File: config.mk
export PLATFORM = sky130hd
export DESIGN_NAME = tirq_irq_logic
export DESIGN_NICKNAME = d
export VERILOG_FILES = /design/src/hw/tirq_pkg.sv /design/src/hw/tirq_irq_logic.sv
export SDC_FILE = /design/constraint.sdc
export NUM_CORES = 1
export LEC_CHECK = 0
export BUFFER_PORTS_ARGS = -buffer_cell sky130_fd_sc_hd__buf_2
export CAP_MARGIN = 20
export CORE_MARGIN = 3
export CORE_UTILIZATION = 40
export DETAILED_ROUTE_END_ITERATION = 16
export PLACE_DENSITY = 0.76
export SLEW_MARGIN = 25
export SYNTH_ARGS = -nofsm -noshare
export SYNTH_HDL_FRONTEND = slang
export SYNTH_SLANG_ARGS = --single-unit
File: constraint.sdc
create_clock -name ref_clk -period 2 [get_ports ref_clk]
set_input_delay 0.4 -clock ref_clk [delete_from_list [all_inputs] [get_ports ref_clk]]
set_output_delay 0.4 -clock ref_clk [all_outputs]
set_load 0.01 [all_outputs]
File: src/hw/tirq_pkg.sv
// Purpose : constants and carrier types of the transceiver interrupt logic
// Assumes : one clock, synchronous active-high reset, word-aligned registers
// Notes   : all offsets are byte addresses on the plain register port
// Behaviour
// - irq high on enabled event, held until cleared
// - any state bit change raises irq
// - power-on flag rising raises irq
// - auxiliary power-on flag rising raises irq
// - status events cleared by status read or delete
// - tx buffer level 4/8/12/empty raises irq
// - tx irq cleared by buffer/config write or delete
// - rx buffer 4/8/12 or rx error raises irq
// - successful bit check raises irq, pattern mode off
// - rx irq cleared by config write or delete
// - no rx count/error irq during buffer read
// - threshold from two select bits, counting down
// - transparent mode disables buffer count sources
package tirq_pkg;

   // register byte offsets
   localparam logic [7:0] OFF_CTRL   = 8'h00;
   localparam logic [7:0] OFF_STATUS = 8'h04;
   localparam logic [7:0] OFF_ENABLE = 8'h08;
   localparam logic [7:0] OFF_CLEAR  = 8'h0c;
   localparam logic [7:0] OFF_STATE  = 8'h10;

   // interrupt group bit positions in status, enable and clear
   localparam int GRP_STS = 0;
   localparam int GRP_TX  = 1;
   localparam int GRP_RX  = 2;
   localparam int GRP_W   = 3;

   // control register width and reset values
   localparam int              CTRL_W     = 6;
   localparam logic [5:0]      CTRL_RST   = 6'h00;
   localparam logic [GRP_W-1:0] ENABLE_RST = 3'h7;

   // operating modes held in the control register
   localparam logic [1:0] OPM_TX = 2'h1;
   localparam logic [1:0] OPM_RX = 2'h2;

   // threshold select codes and the byte levels they name
   localparam logic [1:0] THR_SEL_4   = 2'h0;
   localparam logic [1:0] THR_SEL_8   = 2'h1;
   localparam logic [1:0] THR_SEL_12  = 2'h2;
   localparam logic [1:0] THR_SEL_END = 2'h3;
   localparam int         CNT_W       = 5;
   localparam logic [4:0] LVL_4       = 5'h04;
   localparam logic [4:0] LVL_8       = 5'h08;
   localparam logic [4:0] LVL_12      = 5'h0c;
   localparam logic [4:0] LVL_EMPTY   = 5'h00;

   // control register fields, msb first: bit 0 is the low threshold select
   typedef struct packed {
      logic [1:0] opm;
      logic       p_mode;
      logic       t_mode;
      logic       irq_threshold_sel_hi;
      logic       irq_threshold_sel_lo;
   } tirq_ctrl_t;

   // one-cycle event strobes and levels from the buffer and receiver
   typedef struct packed {
      logic tx_dec_stb;
      logic rx_byte_stb;
      logic rx_err_stb;
      logic bitchk_ok_stb;
      logic buf_read_busy;
   } tirq_src_t;

   // one-cycle clearing strobes from the serial interface
   typedef struct packed {
      logic status_read;
      logic tx_buf_write;
      logic cfg_write;
      logic delete_cmd;
   } tirq_clr_t;

endpackage : tirq_pkg
File: src/hw/tirq_irq_logic.sv
// Purpose : interrupt request generation and clearing of the transceiver
// Assumes : all inputs synchronous to ref_clk; strobes are one cycle long
// Notes   : three pending groups (status, tx, rx) feed one level output
//
// Our own choices: the placing of the registers and the plain strobed port.
`timescale 1ns/1ps

module tirq_irq_logic #(
   parameter int ST_W = 4                           // number of state status bits
) (
   input  wire logic                      ref_clk,            // system clock, 40 MHz
   input  wire logic                      reset,              // synchronous, active high
   input  wire logic [7:0]                bus_addr,           // register byte address
   input  wire logic [31:0]               bus_wdata,          // register write data
   input  wire logic                      bus_wr,             // write strobe
   input  wire logic                      bus_rd,             // read strobe
   output logic      [31:0]               bus_rdata,          // read data, next cycle
   input  wire logic [ST_W-1:0]           state_status_bits,  // state status levels
   input  wire logic                      power_on_flag,      // power-on status level
   input  wire logic                      p_on_aux_flag,      // aux power-on level
   input  wire logic [tirq_pkg::CNT_W-1:0] tx_count,          // tx bytes left
   input  wire logic [tirq_pkg::CNT_W-1:0] rx_count,          // rx bytes held
   input  wire tirq_pkg::tirq_src_t       src,                // source strobes
   input  wire tirq_pkg::tirq_clr_t       clr,                // clearing strobes
   output tirq_pkg::tirq_ctrl_t           ctrl_out,           // control register copy
   output logic                           irq_out             // interrupt request pin
);

   ////////////////////////////////////////////////////////////////////////////
   // helper functions

   // byte level named by a threshold select code
   function automatic logic [tirq_pkg::CNT_W-1:0] thr_level(
      input logic [1:0] sel
   );
      logic [tirq_pkg::CNT_W-1:0] lvl;
      lvl = tirq_pkg::LVL_EMPTY;
      if (sel == tirq_pkg::THR_SEL_4) begin
         lvl = tirq_pkg::LVL_4;
      end else if (sel == tirq_pkg::THR_SEL_8) begin
         lvl = tirq_pkg::LVL_8;
      end else if (sel == tirq_pkg::THR_SEL_12) begin
         lvl = tirq_pkg::LVL_12;
      end
      return lvl;
   endfunction : thr_level

   // counter has reached the selected level
   function automatic logic thr_hit(
      input logic [1:0]                 sel,
      input logic [tirq_pkg::CNT_W-1:0] cnt
   );
      return cnt == thr_level(sel);
   endfunction : thr_hit

   ////////////////////////////////////////////////////////////////////////////
   // registers

   tirq_pkg::tirq_ctrl_t          ctrl_q;
   tirq_pkg::tirq_ctrl_t          ctrl_d;
   logic [tirq_pkg::GRP_W-1:0]    pend_q;
   logic [tirq_pkg::GRP_W-1:0]    pend_d;
   logic [tirq_pkg::GRP_W-1:0]    en_q;
   logic [tirq_pkg::GRP_W-1:0]    en_d;
   logic [ST_W-1:0]               st_q;
   logic                          pwr_q;
   logic                          aux_q;
   logic [31:0]                   rdata_q;
   logic [31:0]                   rdata_d;

   ////////////////////////////////////////////////////////////////////////////
   // register port decode

   logic                          hit_ctrl;
   logic                          hit_status;
   logic                          hit_enable;
   logic                          hit_clear;
   logic                          hit_state;
   logic                          wr_ctrl;
   logic                          wr_enable;
   logic                          wr_clear;
   logic                          rd_state;

   // address compare shared by reads and writes
   assign hit_ctrl   = (bus_addr == tirq_pkg::OFF_CTRL);
   assign hit_status = (bus_addr == tirq_pkg::OFF_STATUS);
   assign hit_enable = (bus_addr == tirq_pkg::OFF_ENABLE);
   assign hit_clear  = (bus_addr == tirq_pkg::OFF_CLEAR);
   assign hit_state  = (bus_addr == tirq_pkg::OFF_STATE);

   // strobes qualified by address; writes elsewhere are dropped
   assign wr_ctrl    = bus_wr && hit_ctrl;
   assign wr_enable  = bus_wr && hit_enable;
   assign wr_clear   = bus_wr && hit_clear;
   assign rd_state   = bus_rd && hit_state;

   ////////////////////////////////////////////////////////////////////////////
   // operating mode

   logic                          tx_mode;
   logic                          rx_mode;
   logic                          buffered;
   logic [1:0]                    thr_sel;
   logic                          sel_end;

   // modes decoded from the control register
   assign tx_mode  = (ctrl_q.opm == tirq_pkg::OPM_TX);
   assign rx_mode  = (ctrl_q.opm == tirq_pkg::OPM_RX);
   assign buffered = !ctrl_q.t_mode;
   assign thr_sel  = {ctrl_q.irq_threshold_sel_hi, ctrl_q.irq_threshold_sel_lo};
   assign sel_end  = (thr_sel == tirq_pkg::THR_SEL_END);

   ////////////////////////////////////////////////////////////////////////////
   // status register events

   logic                          st_change;
   logic                          pwr_rise;
   logic                          aux_rise;
   logic                          sts_evt;

   // both directions of every state bit count as an event
   assign st_change = |(state_status_bits ^ st_q);
   // power flags only interrupt on appearance, never on loss
   assign pwr_rise  = power_on_flag && !pwr_q;
   assign aux_rise  = p_on_aux_flag && !aux_q;
   assign sts_evt   = st_change || pwr_rise || aux_rise;

   ////////////////////////////////////////////////////////////////////////////
   // transmit buffer events

   logic                          tx_evt;

   // fires only on the decrement that lands on the level, so a refill
   // passing upward through the same level does not interrupt
   assign tx_evt = tx_mode && buffered && src.tx_dec_stb
                   && thr_hit(thr_sel, tx_count);

   ////////////////////////////////////////////////////////////////////////////
   // receive buffer events

   logic                          rx_cnt_hit;
   logic                          rx_err_hit;
   logic                          rx_buf_evt;
   logic                          bitchk_evt;
   logic                          rx_evt;

   // the fourth select code turns the count source into the error source
   assign rx_cnt_hit = src.rx_byte_stb && !sel_end && thr_hit(thr_sel, rx_count);
   assign rx_err_hit = src.rx_err_stb && sel_end;

   // a host draining the buffer must not be re-interrupted by it
   assign rx_buf_evt = rx_mode && buffered && !src.buf_read_busy
                       && (rx_cnt_hit || rx_err_hit);

   // bit check has no meaning in pattern mode
   assign bitchk_evt = rx_mode && buffered && !ctrl_q.p_mode
                       && src.bitchk_ok_stb;
   assign rx_evt     = rx_buf_evt || bitchk_evt;

   ////////////////////////////////////////////////////////////////////////////
   // clearing operations

   logic                          cfg_clear;
   logic [tirq_pkg::GRP_W-1:0]    sw_clear;
   logic [tirq_pkg::GRP_W-1:0]    grp_clear;
   logic [tirq_pkg::GRP_W-1:0]    grp_evt;

   // a write of the local control register counts as a config write
   assign cfg_clear = clr.cfg_write || wr_ctrl;

   // write-one-to-clear bits from the register port
   assign sw_clear  = wr_clear ? bus_wdata[tirq_pkg::GRP_W-1:0] : '0;

   // each group has its own clearing set
   assign grp_clear[tirq_pkg::GRP_STS] = clr.status_read || rd_state
                                         || clr.delete_cmd
                                         || sw_clear[tirq_pkg::GRP_STS];
   assign grp_clear[tirq_pkg::GRP_TX]  = clr.tx_buf_write || cfg_clear
                                         || clr.delete_cmd
                                         || sw_clear[tirq_pkg::GRP_TX];
   assign grp_clear[tirq_pkg::GRP_RX]  = cfg_clear || clr.delete_cmd
                                         || sw_clear[tirq_pkg::GRP_RX];

   // events gathered in group order
   assign grp_evt[tirq_pkg::GRP_STS] = sts_evt;
   assign grp_evt[tirq_pkg::GRP_TX]  = tx_evt;
   assign grp_evt[tirq_pkg::GRP_RX]  = rx_evt;

   ////////////////////////////////////////////////////////////////////////////
   // next values

   // a set in the clearing cycle wins so no event is lost
   assign pend_d = grp_evt | (pend_q & ~grp_clear);

   // control and enable take the low bits of the write data
   assign ctrl_d = wr_ctrl ? tirq_pkg::tirq_ctrl_t'(bus_wdata[tirq_pkg::CTRL_W-1:0])
                           : ctrl_q;
   assign en_d   = wr_enable ? bus_wdata[tirq_pkg::GRP_W-1:0] : en_q;

   ////////////////////////////////////////////////////////////////////////////
   // read data

   logic [31:0]                   rd_mux;

   // unmapped addresses and the clear register read as zero
   assign rd_mux = hit_ctrl   ? 32'(ctrl_q)
                 : hit_status ? 32'(pend_q)
                 : hit_enable ? 32'(en_q)
                 : hit_state  ? 32'({p_on_aux_flag, power_on_flag, state_status_bits})
                 : 32'h00000000;

   // data stands only in the cycle after the read strobe
   assign rdata_d = bus_rd ? rd_mux : 32'h00000000;

   ////////////////////////////////////////////////////////////////////////////
   // flip-flops

   // configuration and interrupt state
   always_ff @(posedge ref_clk) begin
      if (reset) begin
         ctrl_q <= tirq_pkg::CTRL_RST;
         en_q   <= tirq_pkg::ENABLE_RST;
         pend_q <= '0;
      end else begin
         ctrl_q <= ctrl_d;
         en_q   <= en_d;
         pend_q <= pend_d;
      end
   end

   // previous input levels; cleared at reset so a flag already high
   // when reset ends raises the power-on interrupt
   always_ff @(posedge ref_clk) begin
      if (reset) begin
         st_q  <= '0;
         pwr_q <= 1'b0;
         aux_q <= 1'b0;
      end else begin
         st_q  <= state_status_bits;
         pwr_q <= power_on_flag;
         aux_q <= p_on_aux_flag;
      end
   end

   // read data register
   always_ff @(posedge ref_clk) begin
      if (reset) begin
         rdata_q <= 32'h00000000;
      end else begin
         rdata_q <= rdata_d;
      end
   end

   ////////////////////////////////////////////////////////////////////////////
   // outputs

   // level request, high while any enabled group is pending
   assign irq_out   = |(pend_q & en_q);
   assign bus_rdata = rdata_q;
   assign ctrl_out  = ctrl_q;

endmodule : tirq_irq_logic

==> impl_metrics.tcl <==
set metrics [dict create \
    fp.dieH_um 65.6 \
    status "finished clean" \
    io_buffers 55 \
    row_count 20 \
    finalHoldViolCount 0 \
    drt_iter0_markers 33 \
    synth_xor_area_share_pct 4.94 \
    grt_usage_pct 15.3 \
    cts_tree "built" \
    cts_max_path_buffers 2 \
    worst_pin_slew_ns 0.586 \
    post-route-drc-count 0 \
    cp-start-kind "flip-flop" \
    fin_crit_sh_pct 81.9 \
    syn2layout_area_growth_pct 17.5 \
    fin_nets 294 \
    grt_pass1_vias 1147 \
    p_sw_share_pct 25.4 \
    synth_cell_types 37 \
    antenna_found_initial 0 \
    grt_overflow 0 \
    hpwl_um 2580 \
    fin_crit_ns 1.64 \
    drt_wl_total_um 3110 \
    num_antenna_cells 0 \
    coreArea_mm2 0.00320 \
    ys_seq_area_share_pct 33.9 \
    seq_power_share_pct 56.0 \
    yosysTopAreaCellShare_pct 33.9 \
    crit_type "reg2out" \
    postCtsHoldBufs 0 \
    synthTopCellsByArea "dfxtp_1, buf_4, mux2i_1" \
    end_kind "output port" \
    synth_compound_area_share_pct 11.2 \
    layout-drive-gt1-share_pct 29.0 \
    synth_area_per_cell_um2 8.50 \
    synth_top_family_by_area "simple AND/OR/NAND/NOR gates" \
    timing.fmax_ghz 0.610 \
    yosys.area_share.simple_pct 21.6 \
    initial_utilization_pct 44.3 \
    p_clk_share_pct 28.9 \
    post_cts_buffers 0 \
    leakagePower_nw 0.847 \
    multi_input_comb_area_um2 761 \
    drtPass1Iterations 4 \
    pwr-share-comb_pct 15.1 \
    internal-power_mw 0.652 \
    die_width_um 65.6 \
    slew_headroom_pct 60.5 \
    synth_ff_type "dfxtp_1" \
    synth_cells 167 \
    clock_sinks 24 \
    grt_pass1_wl_um 5130 \
    synth.area.mux_share_pct 6.35 \
    tns_ns 0 \
    place_congestion 0.781 \
    synth_warnings 0 \
    vias_per_cell 4.59 \
    final_cell_mix "buf_2, conb_1, dfxtp_1" \
    grt_max_degree 23 \
    max-cap-violations 0 \
    arrival_ns 1.24 \
    yosysTopAreaCell "dfxtp_1" \
    hold_path.class "in2reg" \
    ir_drop_v 0.000344 \
    clkSlewWorstSetupHoldPaths_ns 0.13 \
    power_switching_mw 0.222 \
    post_drt_wl_per_cell_um 11.7 \
    final-seq-area_um2 480 \
    p_per_area_mw_per_mm2 525 \
    ant_nets 0 \
    crit_required_ns 1.60 \
    fin_skew_ns 0.00286 \
    synthArstFlopShare_pct 0 \
    synth_fa_ha_area_share_pct 2.65 \
    clockRootBuffer "clkbuf_4" \
    synth-seq-cells 24 \
    htree_levels 1 \
    num-fill-cells 352 \
    setup_violations 0 \
    synth_edf_count 0 \
    drv_slew 0 \
    place_ws_ns 0.196 \
    hold_slack_ns 0.305 \
    num_vias 1216 \
    final.setup.worst_slack_ns 0.361 \
    cts_buffers 3 \
    final_common_cell "buf_2" \
    io_pins 108 \
    worst-path-max-fanout 3 \
    clock_latency_ns 0.31 \
    rsz0062_at_grt "no" \
    dieArea_mm2 0.00430 \
    mappedNetlistArea_mm2 0.00142 \
    post_cts_resized 0 \
]
==> worst max-delay path: stages (launching register included) <==
cell and delay (ns):
dfxtp_1 0.35, a222oi_1 0.36, inv_1 0.07, buf_2 0.14
==> state kept, by name, summed over array words and instances, names as in the netlist <==
register,cells
pwr_q,1
aux_q,1
pend_q,3
en_q,3
st_q,4
bus_rdata,6
ctrl_out,6
==> per-layer routing <==
metal / GRT usage [%] / vias up / share of wire (%) / wire length [um]
met5: 0 / - / 0 / 0
met4: 4.66 / 0 / 0.93 / 29
met3: 4.96 / 4 / 8.0 / 248
met2: 25.3 / 44 / 48 / 1490
met1: 18.9 / 543 / 43 / 1340
li1: - / 625 / - / -
==> worst paths after layout <==
kind | start | to | slack, ns | cells after the start
max | pend_q[2] | irq_out | 0.36 | 3
min | bus_wdata[3] | ctrl_out[3] | 0.31 | 3
max reg2reg | ctrl_out[0] | pend_q[2] | 0.52 | 6
min reg2reg | en_q[2] | en_q[2] | 0.51 | 1
==> cell families after synthesis <==
family,count (synthesis)
adders and majority gates,3
AOI/OAI and AO/OA,22
and+or+nand+nor,55
xor gates and xnor gates,8
DFF,24
buffers and inverters,45
muxes,9
other,1
==> cell usage after synthesis, types with 3 or more instances <==
cell type,count
mux2i_1,9
nor3_1,4
ha_1,3
nor4b_1,4
nor4_1,3
nor2_1,20
clkbuf_1,3
buf_4,27
xor2_1,5
o21ai_0,5
inv_1,14
nand2_1,8
xnor2_1,3
dfxtp_1,24
nor2b_1,4
a21oi_1,4
a211o_1,3
==> stage by stage <==
stage / total power, mW / util [%] / instance area, um^2 / instances
6_report: 0.875 / 52.1 / 1670 / 265
5_1_grt: 0.926 / 52.1 / 1670 / 265
4_1_cts: 0.882 / 52.1 / 1670 / 265
3_5_place_dp: 0.632 / 50.9 / 1630 / 261
3_3_place_gp: 0.630 / 50.9 / 1630 / 261
2_1_floorplan: 0.610 / - / 1510 / 192
==> area by class of cell <==
| class | count | share of cell area [%] |
|---|---|---|
| Multi-Input combinational cell | 123 | 45.6 |
| Sequential cell | 24 | 28.8 |
| Timing Repair Buffer | 56 | 17.0 |
| Tap cell | 44 | 3.30 |
| Inverter | 14 | 3.15 |
| Clock buffer | 4 | 2.18 |
==> power by group through the flow <==
stage	clock network, mW	registers, mW	logic (mW)
after CTS	0.260	0.490	0.132
final	0.253	0.490	0.132
after floorplan	0	0.500	0.110
after detailed placement	0	0.501	0.131
after global placement	0	0.501	0.129
after global routing	0.285	0.492	0.149
Power figures use the tool's default switching activity.
